--- config.mk ---
export PLATFORM = sky130hd
export DESIGN_NAME = capture_compare_unit
export DESIGN_NICKNAME = d
export VERILOG_FILES = /design/src/design/ccu_pkg.sv /design/src/design/capture_compare_unit.sv /design/src/design/edge_prescaler.sv /design/src/design/compare_output.sv
export VERILOG_INCLUDE_DIRS = /design/src /design/src/design
export SDC_FILE = /design/constraint.sdc
export NUM_CORES = 1
export LEC_CHECK = 0
export ABC_CLOCK_PERIOD_IN_PS = 2100
export BUFFER_PORTS_ARGS = -buffer_cell sky130_fd_sc_hd__buf_2
export CORE_MARGIN = 2
export CORE_UTILIZATION = 43
export CTS_CLUSTER_SIZE = 25
export DETAILED_ROUTE_END_ITERATION = 16
export PLACE_DENSITY = 0.75
export SYNTH_ARGS = -nofsm -noshare
export SYNTH_HDL_FRONTEND = slang
export SYNTH_HIERARCHICAL = 1
export SYNTH_SLANG_ARGS = --single-unit
--- constraint.sdc ---
create_clock -name pclk -period 2.1 [get_ports pclk]
set_input_delay 0.105 -clock pclk [delete_from_list [all_inputs] [get_ports pclk]]
set_output_delay 0.105 -clock pclk [all_outputs]
set_load 0.05 [all_outputs]
--- src/design/ccu_defines.svh ---
// Constants for the capture/compare unit: register offsets, field layout,
// reset values, mode codes and prescale limits.
// Assumes inclusion by bare name from the package and the design modules.
`ifndef CCU_DEFINES_SVH
`define CCU_DEFINES_SVH

`define CCU_OFS_CONTROL    12'h000
`define CCU_OFS_VALUE_LOW  12'h004
`define CCU_OFS_VALUE_HIGH 12'h008
`define CCU_OFS_STATUS     12'h00C

`define CCU_CTRL_WR_MASK   8'h3F
`define CCU_CTRL_RESET     8'h00
`define CCU_VALUE_RESET    8'h00
`define CCU_MODE_MSB       3
`define CCU_DUTY_MSB       5
`define CCU_DUTY_LSB       4
`define CCU_STAT_FLAG      0
`define CCU_STAT_IRQ_EN    1

`define CCU_MODE_OFF       4'h0
`define CCU_MODE_CMP_TGL   4'h2
`define CCU_MODE_CAP_FALL  4'h4
`define CCU_MODE_CAP_RISE  4'h5
`define CCU_MODE_CAP_4TH   4'h6
`define CCU_MODE_CAP_16TH  4'h7
`define CCU_MODE_CMP_HIGH  4'h8
`define CCU_MODE_CMP_LOW   4'h9
`define CCU_MODE_CMP_SOFT  4'hA

`define CCU_PS_LAST_1      4'h0
`define CCU_PS_LAST_4      4'h3
`define CCU_PS_LAST_16     4'hF

`endif

--- src/design/ccu_pkg.sv ---
// Types and mode decoding shared by the capture/compare unit modules.
// Assumes the defines header is on the include path.
`include "ccu_defines.svh"

package ccu_pkg;

  typedef logic [3:0] mode_t;

  function automatic logic is_capture(input mode_t m);
    return m[3:2] == 2'h1;
  endfunction

  function automatic logic is_pwm(input mode_t m);
    return m[3:2] == 2'h3;
  endfunction

  function automatic logic is_compare(input mode_t m);
    return (m == `CCU_MODE_CMP_TGL) || (m == `CCU_MODE_CMP_HIGH) ||
           (m == `CCU_MODE_CMP_LOW) || (m == `CCU_MODE_CMP_SOFT);
  endfunction

endpackage

--- src/design/capture_compare_unit.sv ---
// Capture/compare/PWM unit top: APB register slave, capture value register,
// match/capture flag and PWM duty decode.
// Assumes timers and timer-select bits come from pclk-domain logic outside;
// the pin input comes from the pad and is asynchronous.
//
// Overview of operation
// - Mode 0000 disables unit, resets state.
// - Modes 0100-0111 pick capture edge and ratio.
// - Mode 0010 toggles pin on match, flags.
// - Mode 1000 starts low, match forces high.
// - Mode 1001 starts high, match forces low.
// - Mode 1010 flags only, pin untouched.
// - Modes 11xx PWM with 10-bit duty value.
// - Control bits 7 and 6 read zero.
// - Value bytes and control are read/write.
// - Capture copies selected 16-bit timer count.
// - Capture sets flag; only software clears.
// - New capture overwrites unread old value.
// - Capture/compare use timer 1/3, PWM 2/4.
// - Prescaler cleared when off, leaving capture.
// - Prescale change keeps count; early capture possible.
// - Edge detector sees pin even as output.
// - Compare checks value against selected timer.
// - Writing control zero forces output low.
`include "ccu_defines.svh"

module capture_compare_unit (
  input  wire logic        pclk,
  input  wire logic        presetn,
  input  wire logic        psel,
  input  wire logic        penable,
  input  wire logic        pwrite,
  input  wire logic [11:0] paddr,
  input  wire logic [31:0] pwdata,
  output logic      [31:0] prdata,
  output logic             pready,
  output logic             pslverr,
  input  wire logic        pin_in,
  output logic             pin_out,
  output logic             pin_oe,
  input  wire logic [15:0] first_timer_count,
  input  wire logic [15:0] third_timer_count,
  input  wire logic [7:0]  second_timer_count,
  input  wire logic [7:0]  fourth_timer_count,
  input  wire logic        cc_timer_sel,
  input  wire logic        pwm_timer_sel,
  output logic             match_capture_flag,
  output logic             capture_irq_enable,
  output logic             pwm_active,
  output logic      [9:0]  pwm_duty,
  output logic      [7:0]  pwm_time_base
);

  // Register state.
  logic [7:0]  unit_control_q;
  logic [7:0]  value_low_byte_q;
  logic [7:0]  value_high_byte_q;
  logic        flag_q;
  logic        irq_en_q;

  // Bus handshake state.
  logic        pready_q;
  logic        pslverr_q;
  logic [31:0] prdata_q;

  // Decoded bus strobes and internal wires.
  logic        setup;
  logic        access_done;
  logic        wr_en;
  logic        mapped;
  logic [31:0] read_word;
  logic [15:0] cc_timer;
  logic [15:0] value;
  logic        capture_fire;
  logic        compare_match;
  logic        wr_ctrl;
  logic        wr_low;
  logic        wr_high;
  logic        wr_status;

  ccu_pkg::mode_t mode;

  assign mode  = unit_control_q[`CCU_MODE_MSB:0];
  assign value = {value_high_byte_q, value_low_byte_q};

  // Capture and compare share one timer pair, picked by the outside select.
  assign cc_timer = cc_timer_sel ? third_timer_count : first_timer_count;

  // APB decode.

  function automatic logic addr_mapped(input logic [11:0] a);
    return (a == `CCU_OFS_CONTROL) || (a == `CCU_OFS_VALUE_LOW) ||
           (a == `CCU_OFS_VALUE_HIGH) || (a == `CCU_OFS_STATUS);
  endfunction

  assign setup       = psel && !penable;
  assign access_done = psel && penable && pready_q;
  assign mapped      = addr_mapped(paddr);
  assign wr_en       = access_done && pwrite && mapped;
  assign wr_ctrl     = wr_en && (paddr == `CCU_OFS_CONTROL);
  assign wr_low      = wr_en && (paddr == `CCU_OFS_VALUE_LOW);
  assign wr_high     = wr_en && (paddr == `CCU_OFS_VALUE_HIGH);
  assign wr_status   = wr_en && (paddr == `CCU_OFS_STATUS);

  always_comb begin
    read_word = 32'h0000_0000;
    unique case (paddr)
      `CCU_OFS_CONTROL:    read_word[7:0] = unit_control_q & `CCU_CTRL_WR_MASK;
      `CCU_OFS_VALUE_LOW:  read_word[7:0] = value_low_byte_q;
      `CCU_OFS_VALUE_HIGH: read_word[7:0] = value_high_byte_q;
      `CCU_OFS_STATUS: begin
        read_word[`CCU_STAT_FLAG]   = flag_q;
        read_word[`CCU_STAT_IRQ_EN] = irq_en_q;
      end
      default:             read_word = 32'h0000_0000;
    endcase
  end

  // Every transfer takes exactly one wait-free access cycle: the answer is
  // prepared in the setup cycle so that prdata leaves a flip-flop.
  always_ff @(posedge pclk or negedge presetn) begin
    if (!presetn) begin
      pready_q  <= 1'b0;
      pslverr_q <= 1'b0;
      prdata_q  <= 32'h0000_0000;
    end else if (setup) begin
      pready_q  <= 1'b1;
      pslverr_q <= !mapped;
      prdata_q  <= pwrite ? 32'h0000_0000 : read_word;
    end else if (access_done) begin
      pready_q  <= 1'b0;
      pslverr_q <= 1'b0;
      prdata_q  <= 32'h0000_0000;
    end
  end

  // Control register.

  // Writing zero drops the mode to off, which clears the prescaler and the
  // compare output latch inside the submodules.
  always_ff @(posedge pclk or negedge presetn) begin
    if (!presetn) begin
      unit_control_q <= `CCU_CTRL_RESET;
    end else if (wr_ctrl) begin
      unit_control_q <= pwdata[7:0] & `CCU_CTRL_WR_MASK;
    end
  end

  // Capture value register.

  // A capture in the same cycle as a software write wins: the timestamp of a
  // real event is worth more than a value software could write again.
  always_ff @(posedge pclk or negedge presetn) begin
    if (!presetn) begin
      value_low_byte_q  <= `CCU_VALUE_RESET;
      value_high_byte_q <= `CCU_VALUE_RESET;
    end else if (capture_fire) begin
      value_low_byte_q  <= cc_timer[7:0];
      value_high_byte_q <= cc_timer[15:8];
    end else begin
      if (wr_low) begin
        value_low_byte_q <= pwdata[7:0];
      end
      if (wr_high) begin
        value_high_byte_q <= pwdata[7:0];
      end
    end
  end

  // Status register: flag and interrupt enable.

  // Writing zero to the flag bit clears it; a capture or match in the same
  // cycle keeps it set so no event is lost.
  always_ff @(posedge pclk or negedge presetn) begin
    if (!presetn) begin
      flag_q <= 1'b0;
    end else if (capture_fire || compare_match) begin
      flag_q <= 1'b1;
    end else if (wr_status && !pwdata[`CCU_STAT_FLAG]) begin
      flag_q <= 1'b0;
    end
  end

  // The enable only travels to the interrupt controller outside.
  always_ff @(posedge pclk or negedge presetn) begin
    if (!presetn) begin
      irq_en_q <= 1'b0;
    end else if (wr_status) begin
      irq_en_q <= pwdata[`CCU_STAT_IRQ_EN];
    end
  end

  // PWM decode; period and duty comparison live outside this unit.

  always_ff @(posedge pclk or negedge presetn) begin
    if (!presetn) begin
      pwm_active    <= 1'b0;
      pwm_duty      <= 10'h000;
      pwm_time_base <= 8'h00;
    end else begin
      pwm_active    <= ccu_pkg::is_pwm(mode);
      pwm_duty      <= {value_low_byte_q,
                        unit_control_q[`CCU_DUTY_MSB:`CCU_DUTY_LSB]};
      pwm_time_base <= pwm_timer_sel ? fourth_timer_count
                                     : second_timer_count;
    end
  end

  // Submodules.

  edge_prescaler u_edge_prescaler (
    .pclk    (pclk),
    .presetn (presetn),
    .pin_raw (pin_in),
    .mode    (mode),
    .fire_q  (capture_fire)
  );

  compare_output u_compare_output (
    .pclk      (pclk),
    .presetn   (presetn),
    .mode      (mode),
    .value     (value),
    .timer     (cc_timer),
    .match_q   (compare_match),
    .pin_out_q (pin_out),
    .pin_oe_q  (pin_oe)
  );

  assign prdata             = prdata_q;
  assign pready             = pready_q;
  assign pslverr            = pslverr_q;
  assign match_capture_flag = flag_q;
  assign capture_irq_enable = irq_en_q;
endmodule // capture_compare_unit

--- src/design/edge_prescaler.sv ---
// Pin synchroniser, edge detector and capture prescaler.
// Assumes pin_raw is asynchronous to pclk and mode comes from the pclk domain.
`include "ccu_defines.svh"

module edge_prescaler (
  input  wire logic          pclk,
  input  wire logic          presetn,
  input  wire logic          pin_raw,
  input  wire ccu_pkg::mode_t mode,
  output logic               fire_q
);

  logic       sync1_q;
  logic       sync2_q;
  logic       level_q;
  logic [3:0] count_q;
  logic [3:0] last;
  logic       edge_ok;

  // The pin is sampled from the pad, so a port write on a driven pin counts too.
  always_ff @(posedge pclk or negedge presetn) begin
    if (!presetn) begin
      sync1_q <= 1'b0;
      sync2_q <= 1'b0;
      level_q <= 1'b0;
    end else begin
      sync1_q <= pin_raw;
      sync2_q <= sync1_q;
      level_q <= sync2_q;
    end
  end

  always_comb begin
    unique case (mode)
      `CCU_MODE_CAP_FALL: edge_ok = !sync2_q && level_q;
      `CCU_MODE_CAP_RISE,
      `CCU_MODE_CAP_4TH,
      `CCU_MODE_CAP_16TH: edge_ok = sync2_q && !level_q;
      default:            edge_ok = 1'b0;
    endcase
    unique case (mode)
      `CCU_MODE_CAP_4TH:  last = `CCU_PS_LAST_4;
      `CCU_MODE_CAP_16TH: last = `CCU_PS_LAST_16;
      default:            last = `CCU_PS_LAST_1;
    endcase
  end

  // The counter survives a switch between prescale settings, so a count left
  // above the new limit fires on the very next edge.
  always_ff @(posedge pclk or negedge presetn) begin
    if (!presetn) begin
      count_q <= 4'h0;
      fire_q  <= 1'b0;
    end else if (!ccu_pkg::is_capture(mode)) begin
      count_q <= 4'h0;
      fire_q  <= 1'b0;
    end else if (edge_ok) begin
      fire_q  <= count_q >= last;
      count_q <= (count_q >= last) ? 4'h0 : count_q + 4'h1;
    end else begin
      fire_q  <= 1'b0;
    end
  end
endmodule // edge_prescaler

--- src/design/compare_output.sv ---
// Compare match detector and compare output latch.
// Assumes value and timer are pclk-domain words.
`include "ccu_defines.svh"

module compare_output (
  input  wire logic           pclk,
  input  wire logic           presetn,
  input  wire ccu_pkg::mode_t mode,
  input  wire logic [15:0]    value,
  input  wire logic [15:0]    timer,
  output logic                match_q,
  output logic                pin_out_q,
  output logic                pin_oe_q
);

  logic           equal_q;
  ccu_pkg::mode_t prev_mode_q;
  logic           entered;
  logic           match;

  assign entered = mode != prev_mode_q;
  // Only the first cycle of equality matches, so a stopped timer flags once.
  assign match = (value == timer) && !equal_q && ccu_pkg::is_compare(mode);

  always_ff @(posedge pclk or negedge presetn) begin
    if (!presetn) begin
      equal_q     <= 1'b0;
      prev_mode_q <= `CCU_MODE_OFF;
      match_q     <= 1'b0;
      pin_oe_q    <= 1'b0;
    end else begin
      equal_q     <= value == timer;
      prev_mode_q <= mode;
      match_q     <= match;
      pin_oe_q    <= (mode == `CCU_MODE_CMP_TGL) || (mode == `CCU_MODE_CMP_HIGH) ||
                     (mode == `CCU_MODE_CMP_LOW);
    end
  end

  always_ff @(posedge pclk or negedge presetn) begin
    if (!presetn) begin
      pin_out_q <= 1'b0;
    end else if (mode == `CCU_MODE_OFF) begin
      pin_out_q <= 1'b0;
    end else if (entered && mode == `CCU_MODE_CMP_HIGH) begin
      pin_out_q <= 1'b0;
    end else if (entered && mode == `CCU_MODE_CMP_LOW) begin
      pin_out_q <= 1'b1;
    end else if (match) begin
      unique case (mode)
        `CCU_MODE_CMP_TGL:  pin_out_q <= !pin_out_q;
        `CCU_MODE_CMP_HIGH: pin_out_q <= 1'b1;
        `CCU_MODE_CMP_LOW:  pin_out_q <= 1'b0;
        default:            pin_out_q <= pin_out_q;
      endcase
    end
  end
endmodule // compare_output

==> results of run 1 <==
## per-stage QoR
stage                     utilization  setup TNS (ns)  power, uW  setup slack, ns
after floorplan                     -               0       1685          0.02208
after CTS                      0.5768               0       3200         0.005681
final                          0.5802               0       3173          0.04924
after global placement         0.5260        -0.06896       1802         -0.06896
after detailed placement       0.5260         -0.1111       1809          -0.1111
after global routing           0.5802      -0.0001830       3298       -0.0001830
## cell usage in the layout, fill, tap and decap left out, types with 6 or more instances in the layout
| cell type | instances |
|---|---|
| conb_1 | 24 |
| dfrtp_1 | 69 |
| mux2i_1 | 21 |
| dlygate4sd3_1 | 17 |
| inv_1 | 7 |
| a21oi_1 | 7 |
| o21ai_0 | 24 |
| buf_2 | 108 |
| mux2_2 | 33 |
| a22o_1 | 7 |
| xnor2_1 | 16 |
| clkbuf_8 | 11 |
| buf_4 | 14 |
| nand2_1 | 26 |
| nand4_1 | 6 |
## worst reg2reg max path, cell delays in order (launching register included)
cell       delay [ns]
dfrtp_1          0.38
nor2b_2          0.17
and2_1           0.18
ha_1             0.28
nand2b_4         0.15
a2111oi_4        0.33
buf_4            0.20
o211ai_1         0.10
a31oi_1          0.18
## layout make-up
cell class                      count  area, sq um
Clock inverter                      5        106.4
Fill cell                         702         3450
Inverter                            7        26.28
Tap cell                          105        131.4
Sequential cell                    69         1727
Clock buffer                       11        151.4
Timing Repair Buffer              141        855.8
Multi-Input combinational cell    231         1769
## Yosys cell counts (2+ instances only)
master and number:
a211oi_1 2, a21oi_1 7, a22o_1 7, and2_1 2, buf_1 3, buf_4 24
clkbuf_1 6, dfrtp_1 69, ha_1 5, inv_1 7, mux2_2 33, mux2i_1 21
mux4_2 2, nand2_1 26, nand2b_1 5, nand3_1 4, nand4_1 6, nand4_2 2
nor2_1 4, nor2b_1 4, nor3_1 2, nor3b_1 4, nor4_1 2, nor4_2 2
nor4_4 2, nor4b_1 2, o211ai_1 5, o21ai_0 24, or2_1 2, xnor2_1 16
xor2_1 4
## final timing paths
kind | end | slack (ns) | depth (start not counted)
max in group asynchronous | pwm_duty[2] | 1.12 | 3
hold reg to reg | u_edge_prescaler/sync2_q | 0.35 | 0
min in group asynchronous | pwm_duty[0] | 0.35 | 2
setup / recovery | u_edge_prescaler/count_q[3] | 0.05 | 8
hold / removal | pwm_time_base[4] | 0.006 | 2
setup reg to reg | u_edge_prescaler/count_q[3] | 0.05 | 8
## timing repair
item / 4_1_cts / 5_1_grt
endpoints found under the hold margin: 37 / 1
pin swaps: 1 / 2
resized for setup: 0 / 1
setup buffers: 0 / 2
setup endpoints to repair: 1 / 3
hold buffers: 16 / 1
## power by group through the flow
stage,clock (uW),combinational (uW),sequential [uW]
3_5_place_dp,0,426,1380
5_1_grt,1450,486,1360
6_report,1360,454,1360
4_1_cts,1390,454,1360
3_3_place_gp,0,420,1380
2_1_floorplan,0,243,1440
## sequential cells by signal, summed over array words and instances (netlist names)
name                          count
pwm_duty                         10
prdata                            8
pwm_time_base                     8
value_high_byte_q                 8
value_low_byte_q                  8
unit_control_q                    6
u_compare_output/prev_mode_q      4
u_edge_prescaler/count_q          4
capture_irq_enable                1
match_capture_flag                1
pready                            1
pslverr                           1
pwm_active                        1
u_compare_output/equal_q          1
u_compare_output/match_q          1
u_compare_output/pin_oe_q         1
u_compare_output/pin_out_q        1
u_edge_prescaler/fire_q           1
u_edge_prescaler/level_q          1
u_edge_prescaler/sync1_q          1
u_edge_prescaler/sync2_q          1
## logic make-up (layout without fill, tap and decap cells)
| logic type | Yosys count | after routing | share of synthesized area |
|---|---|---|---|
| other | 1 | 24 | 0.001028 |
| AOI/OAI and AO/OA | 53 | 53 | 0.09846 |
| buffers and inverters | 40 | 164 | 0.06587 |
| muxes | 56 | 56 | 0.1719 |
| xor gates and xnor gates | 20 | 20 | 0.04803 |
| DFF | 69 | 69 | 0.4734 |
| and+or+nand+nor | 73 | 73 | 0.1242 |
| adders and majority gates | 5 | 5 | 0.01715 |
## routing by layer
metal / wire (microns) / GRT usage / up-vias
li1: - / - / 1373
met1: 3509 / 0.2292 / 1399
met2: 4280 / 0.3328 / 107
met3: 581 / 0.05560 / 10
met4: 102 / 0.04881 / 0
met5: 0 / 0 / -
==> flow_metrics.env, run 1 <==
export IMPL_status="completed"
export IMPL_dieArea_sq_um=9234
export IMPL_viasPerCell=5.077
export IMPL_cp_cell_sequence="nor2b_2 > and2_1 > ha_1 > nand2b_4 > a2111oi_4 > buf_4 > o211ai_1 > a31oi_1"
export IMPL_drtIter0Drc=122
export IMPL_netlist_area_leader_share=0.4734
export IMPL_finalNonFillerCells=569
export IMPL_clk_transition_reported_paths_ns=0.07
export IMPL_drcViolationCount=0
export IMPL_fin_hold_ws_ns=0.005661
export IMPL_powerDensity_nw_per_um2=665.5
export IMPL_arrival_ns=2.31
export IMPL_cts_tree="built"
export IMPL_wl_per_cell_microns=14.89
export IMPL_slowest_stage="dfrtp_1"
export IMPL_core_area_sq_um=8217
export IMPL_io_pins=157
export IMPL_cts_buffers_inserted=9
export IMPL_fmax_ghz=0.4876
export IMPL_finalWirelength_microns=8474
export IMPL_dr_pass1_iters=4
export IMPL_netlist_instances=317
export IMPL_place_gp_congestion=0.8014
export IMPL_crit_path_start_kind="flip-flop"
export IMPL_fin_nets=564
export IMPL_cts_htree_levels=3
export IMPL_num_antenna_cells=0
export IMPL_grt_max_degree=31
export IMPL_p_leak_uw=0.002408
export IMPL_cp_buffers_inverters=1
export IMPL_initial_core_util=0.4439
export IMPL_grt_usage=0.1904
export IMPL_vias=2889
export IMPL_crit_path_max_incr_delay_ns=0.38
export IMPL_clock_latency_ns=0.34
export IMPL_maxCapViolations=0
export IMPL_drtAntennaViolNets=0
export IMPL_async_flop_share=1.000
export IMPL_synth_top_cell_by_area="dfrtp_1"
export IMPL_cts_sinks=69
export IMPL_synth_ff_type="dfrtp_1"
export IMPL_grt_pass1_wl_microns=13300
export IMPL_drive_above_1_share=0.4030
export IMPL_fin_skew_ns=0.006216
export IMPL_power_frac_clock=0.429
export IMPL_required_ns=2.36
export IMPL_ir_drop_mv=0.4863
export IMPL_hp_class="in -> reg"
export IMPL_min_from="second_timer_count[4]"
export IMPL_ys_top_cells_by_area="dfrtp_1, mux2_2, mux2i_1, buf_4, xnor2_1"
export IMPL_fin_area_sq_um=4767
export IMPL_port_buffers=108
export IMPL_critPathLaunch="unit_control_q[2]"
export IMPL_p_sw_uw=805.6
export IMPL_finalSetupViolCount=0
export IMPL_area_growth_syn_to_layout_pct=30.70
export IMPL_r2r_start="unit_control_q[2]"
export IMPL_worst_slew_pin_transition_ns=0.7035
export IMPL_p_sw_frac=0.2539
export IMPL_synth_seq_cells=69
export IMPL_cpLargestDelayFamily="compound AO/OA/AOI/OAI gates"
export IMPL_hold_violations=0
export IMPL_synth_area_sq_um=3647
export IMPL_placed_area_sq_um=4322
export IMPL_worstSetupPathType="reg -> reg"
export IMPL_grt_pass1_vias=2768
export IMPL_place_inst=534
export IMPL_p_seq_frac=0.428
export IMPL_cp_max_fo=7
export IMPL_synth_edff_count=0
export IMPL_rows=33
export IMPL_cts_buffer_depth=2
export IMPL_ys_warn_count=6
export IMPL_slew_limit_headroom=0.5310
export IMPL_report_final_slew_viol_count=0
export IMPL_die_h_microns=96.10
export IMPL_post_synth_cell_area_avg_sq_um=11.51
export IMPL_finalCriticalPeriod_ns=2.051
export IMPL_antenna_found_initial=0
export IMPL_dpl_hpwl_microns=6170
export IMPL_power_frac_comb=0.143
export IMPL_synth_seq_area_share=0.4734
export IMPL_die_w_microns=96.10
export IMPL_grt_overflow=0
export IMPL_cp_end_kind="flip-flop"
export IMPL_p_int_uw=2367
export IMPL_final_period_utilization=0.9766
export IMPL_cts_root_buffer="clkbuf_8"
export IMPL_ys_types=44
(Power assumes the default switching activity.)
==> inputs of run 2 (changes only) <==
CORE_ASPECT_RATIO = 0.6   (was not set)
==> run 2 against run 1 <==
Effect of this change: final cell count increased by 0.88%; sequential share of layout area decreased by 0.79 points; die area is 0.27% higher; hold slack better by 0.031 ns; core utilization is 2.7 points higher; clock skew down 0.0010 ns; routed wire length up 10%; non-clock buffer count is 2 higher; clock power is 21% higher; register-to-register slack improved by 0.09 ns; power up 9.2%; first-iteration DRC count is 48% higher; critical endpoint unchanged; largest power group is now the clock network; highest routed layer unchanged.
==> flow_metrics.env, run 2 (same netlist as run 1, synthesis figures left out) <==
export IMPL_multi_input_area_sq_um=1788
export IMPL_cts_tree="built"
export IMPL_drtIter0Drc=181
export IMPL_fin_nets=566
export IMPL_cp_end_kind="flip-flop"
export IMPL_place_gp_congestion=0.9002
export IMPL_p_leak_uw=0.002448
export IMPL_grt_pass1_wl_microns=14520
export IMPL_grt_overflow=0
export IMPL_wl_per_cell_microns=16.27
export IMPL_initial_core_util=0.4537
export IMPL_required_ns=2.35
export IMPL_cp_max_fo=7
export IMPL_drcViolationCount=0
export IMPL_crit_path_start_kind="flip-flop"
export IMPL_finalCriticalPeriod_ns=1.960
export IMPL_num_fill_cells=630
export IMPL_status="completed"
export IMPL_die_w_microns=122.9
export IMPL_cts_root_buffer="clkbuf_16"
export IMPL_dpl_hpwl_microns=6581
export IMPL_largest_reg_flops=10
export IMPL_finalPower_uw=3466
export IMPL_cts_sinks=69
export IMPL_vias=2916
export IMPL_fin_skew_ns=0.005191
export IMPL_core_area_sq_um=8039
export IMPL_port_buffers=108
export IMPL_io_pins=157
export IMPL_worst_slew_pin_transition_ns=0.5597
export IMPL_viasPerCell=5.080
export IMPL_seqCellArea_sq_um=1728
export IMPL_fmax_ghz=0.5103
export IMPL_top_register="pwm_duty"
export IMPL_mostFrequentLayoutCells="buf_2, dfrtp_1, mux2_2"
export IMPL_num_antenna_cells=0
export IMPL_powerDensity_nw_per_um2=710.6
export IMPL_arrival_ns=2.21
export IMPL_antenna_found_initial=0
export IMPL_finalSetupViolCount=0
export IMPL_maxCapViolations=0
export IMPL_final_period_utilization=0.9332
export IMPL_cts_buffer_depth=2
export IMPL_clk_transition_reported_paths_ns=0.06
export IMPL_area_growth_syn_to_layout_pct=33.72
export IMPL_hold_violations=0
export IMPL_dieArea_sq_um=9259
export IMPL_cts_buffers_inserted=9
export IMPL_worst_r2r_setup_slack_ns=0.14
export IMPL_worstSetupPathType="reg -> reg"
export IMPL_hp_class="in -> reg"
export IMPL_report_final_slew_viol_count=0
export IMPL_rows=25
export IMPL_dr_pass1_iters=4
export IMPL_finalWirelength_microns=9338
export IMPL_clock_latency_ns=0.33
export IMPL_ir_drop_mv=0.5203
export IMPL_drive_above_1_share=0.4099
export IMPL_tns_ns=0
export IMPL_die_h_microns=75.34
export IMPL_final_common_cell="buf_2"
export IMPL_cts_htree_levels=3
export IMPL_grt_max_degree=70
export IMPL_rsz0062_at_grt="no"
export IMPL_drtAntennaViolNets=0
export IMPL_grt_usage=0.2123
export IMPL_slew_limit_headroom=0.6172
export IMPL_grt_pass1_vias=2898
[run 2: power by group]
part,switching (uW),internal (uW)
Combinational,302,168
Sequential,8.54,1350
Clock,563,1070
[run 2: worst max-delay path: stages, from the launching register on]
cell and delay (ns):
dfrtp_2 0.45, nor2b_4 0.14, and2_4 0.15, inv_1 0.04
ha_1 0.30, a2111oi_4 0.34, buf_4 0.20, o211ai_1 0.10
a31oi_1 0.16
[run 2: layer usage]
metal / GRT usage / part of all wire
met1: 0.2899 / 0.45
met2: 0.3229 / 0.44
met3: 0.08084 / 0.095
met4: 0.05236 / 0.010
met5: 0 / 0
[run 2: metrics by stage]
stage,hold slack [ns],instance area [sq um],utilization,cells,setup WS [ns]
final,0.03641,4877,0.6067,574,0.1404
after global routing,0.02939,4877,0.6067,574,0.006247
after CTS,0.007194,4845,0.6026,573,0.06485
after detailed placement,0.1553,4340,0.5399,539,-0.1221
after global placement,0.1523,4340,0.5399,539,-0.03527
after floorplan,-0.1906,3739,-,340,0.02208
[run 2: path summary, 6_finish.rpt]
| check | endpoint | cells after the start | from |
|---|---|---|---|
| hold reg to reg | u_edge_prescaler/sync2_q | 0 | u_edge_prescaler/sync1_q |
| setup reg to reg | u_edge_prescaler/count_q[3] | 8 | unit_control_q[3] |
| max in group asynchronous | unit_control_q[3] | 3 | presetn |
| hold / removal | unit_control_q[5] | 2 | pwdata[5] |
| setup / recovery | u_edge_prescaler/count_q[3] | 8 | unit_control_q[3] |
| min in group asynchronous | prdata[1] | 3 | presetn |
[run 2: layout make-up]
cell class	instances	share of cell area
multi-input combinational	231	0.3666
sequential	69	0.3543
timing repair buffer	143	0.1791
clock buffer	11	0.04977
tap	108	0.02771
clock inverter	5	0.01719
inverter	7	0.005387
[run 2: timing repair]
action / in CTS / in global routing
pin swaps: 1 / 2
endpoints found under the hold margin: 78 / 1
setup endpoints to repair: 3 / 5
hold buffers: 17 / 1
buffers inserted: 1 / 0
gates resized for setup: 0 / 6
gates cloned: 0 / 0
==> inputs of run 3 (changes only) <==
ABC_AREA = 1   (was not set)
CORE_UTILIZATION = 45   (was 43)
PLACE_DENSITY = 0.77   (was 0.75)
==> run 3 against run 2 <==
Effect of this change: register-to-register slack better by 0.04 ns; clock skew about the same; sequential power grew 3%; area after synthesis increased by 11%; cell area grew 1.8%; core utilization down 3.1 points; die area increased by 5.9%; via count is 27% higher; clock power shrank 18%; sequential share of layout area down 0.64 points; combinational power increased by 7.6%; largest cell class unchanged; largest power group is now sequential cells; highest routed layer unchanged.
==> flow_metrics.env, run 3 <==
export IMPL_fin_nets=747
export IMPL_cts_setup_buffers=0
export IMPL_antenna_found_initial=0
export IMPL_async_flop_share=1.000
export IMPL_met3_wirelength_microns=1080
export IMPL_cts_sinks=69
export IMPL_wl_met2_microns=4373
export IMPL_worstSetupPathType="reg -> reg"
export IMPL_cts_buffer_depth=2
export IMPL_powerDensity_nw_per_um2=655.8
export IMPL_die_w_microns=126.5
export IMPL_met1_length_microns=4533
export IMPL_ys_top_cells_by_area="dfrtp_1, nand2_1, nand3_1, inv_1, buf_4"
export IMPL_synth_seq_area_share=0.4261
export IMPL_synth_top_cell_by_area="dfrtp_1"
export IMPL_drtAntennaViolNets=0
export IMPL_holdPathEnd="pwm_time_base[7]"
export IMPL_grt_max_degree=70
export IMPL_r2r_end="u_edge_prescaler/count_q[1]"
export IMPL_netlist_area_leader_share=0.4261
export IMPL_clock_latency_ns=0.33
export IMPL_hold_buffers=6
export IMPL_worst_r2r_setup_slack_ns=0.18
export IMPL_synth_most_common_cell="nand2_1"
export IMPL_reg2reg_depth=10
export IMPL_drtIter0Drc=282
export IMPL_rsz0062_at_grt="no"
export IMPL_cts_htree_levels=3
export IMPL_post_synth_cell_area_avg_sq_um=7.779
export IMPL_ir_drop_mv=0.3507
export IMPL_dr_max_layer_used="met4"
export IMPL_num_antenna_cells=0
export IMPL_viasPerCell=4.905
export IMPL_r2r_start="unit_control_q[3]"
export IMPL_cts_tree="built"
export IMPL_largest_reg_flops=10
export IMPL_arrival_ns=2.18
export IMPL_port_buffers=108
export IMPL_cts_buffers_inserted=9
export IMPL_rows=26
export IMPL_post_cts_resized=0
export IMPL_grt_pass1_wl_microns=16210
export IMPL_report_final_slew_viol_count=0
export IMPL_vias=3713
export IMPL_io_pins=157
export IMPL_cp_max_fo=7
export IMPL_worst_slew_pin_transition_ns=0.6830
export IMPL_tns_ns=0
export IMPL_fmax_ghz=0.5203
export IMPL_dieArea_sq_um=9806
export IMPL_finalNonFillerCells=757
export IMPL_p_leak_uw=0.002825
export IMPL_grt_overflow=0
export IMPL_place_inst=737
export IMPL_fin_skew_ns=0.004972
export IMPL_synth_area_sq_um=4053
export IMPL_place_gp_congestion=0.9374
export IMPL_slew_limit_headroom=0.5416
export IMPL_cts_root_buffer="clkbuf_16"
export IMPL_grt_usage=0.2105
export IMPL_clk_transition_reported_paths_ns=0.05
export IMPL_finalSetupViolCount=0
export IMPL_synth_ff_type="dfrtp_1"
export IMPL_required_ns=2.36
export IMPL_area_growth_syn_to_layout_pct=22.48
export IMPL_mostFrequentLayoutCells="nand2_1, buf_2, dfrtp_1"
export IMPL_final_period_utilization=0.9151
export IMPL_ys_types=36
export IMPL_wl_per_cell_microns=13.35
export IMPL_finalCriticalPeriod_ns=1.922
export IMPL_synth_edff_count=0
export IMPL_dpl_hpwl_microns=7832
export IMPL_drcViolationCount=0
export IMPL_maxCapViolations=0
export IMPL_synth_seq_cells=69
export IMPL_yosys_top_cells_count="nand2_1, dfrtp_1, inv_1"
export IMPL_min_from="fourth_timer_count[7]"
export IMPL_whs_path_depth=2
export IMPL_hold_violations=0
export IMPL_finalWirelength_microns=10100
export IMPL_dr_pass1_iters=5
export IMPL_ys_warn_count=6
export IMPL_top_register="pwm_duty"
export IMPL_initial_core_util=0.4701
export IMPL_final_common_cell="nand2_1"
export IMPL_netlist_instances=521
export IMPL_status="completed"
export IMPL_crit_path_start_kind="flip-flop"
export IMPL_hp_class="in -> reg"
export IMPL_drive_above_1_share=0.2760
export IMPL_grt_pass1_vias=3390
export IMPL_core_area_sq_um=8621
export IMPL_cp_end_kind="flip-flop"
export IMPL_die_h_microns=77.51
[run 3: cell type report]
class                           instances  area, sq um
Fill cell                             788         3657
Multi-Input combinational cell        383         1941
Sequential cell                        69         1727
Timing Repair Buffer                  122        673.1
Clock buffer                           12        256.5
Inverter                               57        216.5
Tap cell                              112        140.1
Clock inverter                          2        10.01
[run 3: cells by family (layout without fill, tap and decap cells)]
kind of cell	after synthesis	in the layout	share of synthesized area
AND/OR/NAND/NOR	287	287	0.3220
buffers and inverters	92	193	0.1164
flip-flops	69	69	0.4261
AO/OA/AOI/OAI	50	50	0.07749
XOR/XNOR	9	9	0.01945
multiplexers	8	8	0.02223
adder cells (fa/ha/maj)	5	5	0.01544
other	1	24	0.0009253
[run 3: per-layer routing]
layer,vias to the layer above,GRT usage
met1,1706,0.2851
met2,164,0.3128
met3,13,0.08552
li1,1830,-
met4,0,0.05714
met5,-,0
[run 3: critical path, stage by stage, from the launching register on]
cell and delay (ns):
dfrtp_1 0.40, nor2_4 0.25, nand3_1 0.15, ha_1 0.32, nand2_1 0.10, inv_1 0.04, nand2_1 0.07, nand2_1 0.07
nor2_1 0.28, nand2_1 0.09, nand2_1 0.08
[run 3: power breakdown]
group	switching, uW	internal, uW	leakage, uW	total [uW]
combinational	360	147	0.00181	507
clock	504	844	0.000134	1350
sequential	29.7	1370	0.000880	1400
[run 3: stage by stage]
step / worst slack, ns / total power [uW] / hold WS [ns] / utilization / area [sq um]
after floorplan: 0.4040 / 1785 / -0.1906 / - / 4139
after global placement: 0.3683 / 1903 / 0.1490 / 0.5379 / 4637
after detailed placement: 0.2127 / 1917 / 0.1553 / 0.5379 / 4637
after CTS: 0.1841 / 3286 / 0.0004107 / 0.5758 / 4964
after global routing: 0.01588 / 3393 / 0.004253 / 0.5758 / 4964
final: 0.1782 / 3255 / 0.009738 / 0.5758 / 4964
[run 3: worst max path at each step]
stage                     slack (ns)         startpoint                     endpoint  depth (start not counted)
after floorplan                 0.40  unit_control_q[2]  u_edge_prescaler/count_q[0]                         11
after global placement          0.37  unit_control_q[3]  u_edge_prescaler/count_q[0]                         10
after detailed placement        0.21  unit_control_q[3]  u_edge_prescaler/count_q[3]                         10
after CTS                       0.18  unit_control_q[3]  u_edge_prescaler/count_q[1]                         10
after global routing            0.02  unit_control_q[3]  u_edge_prescaler/count_q[3]                         10
final                           0.18  unit_control_q[3]  u_edge_prescaler/count_q[1]                         10
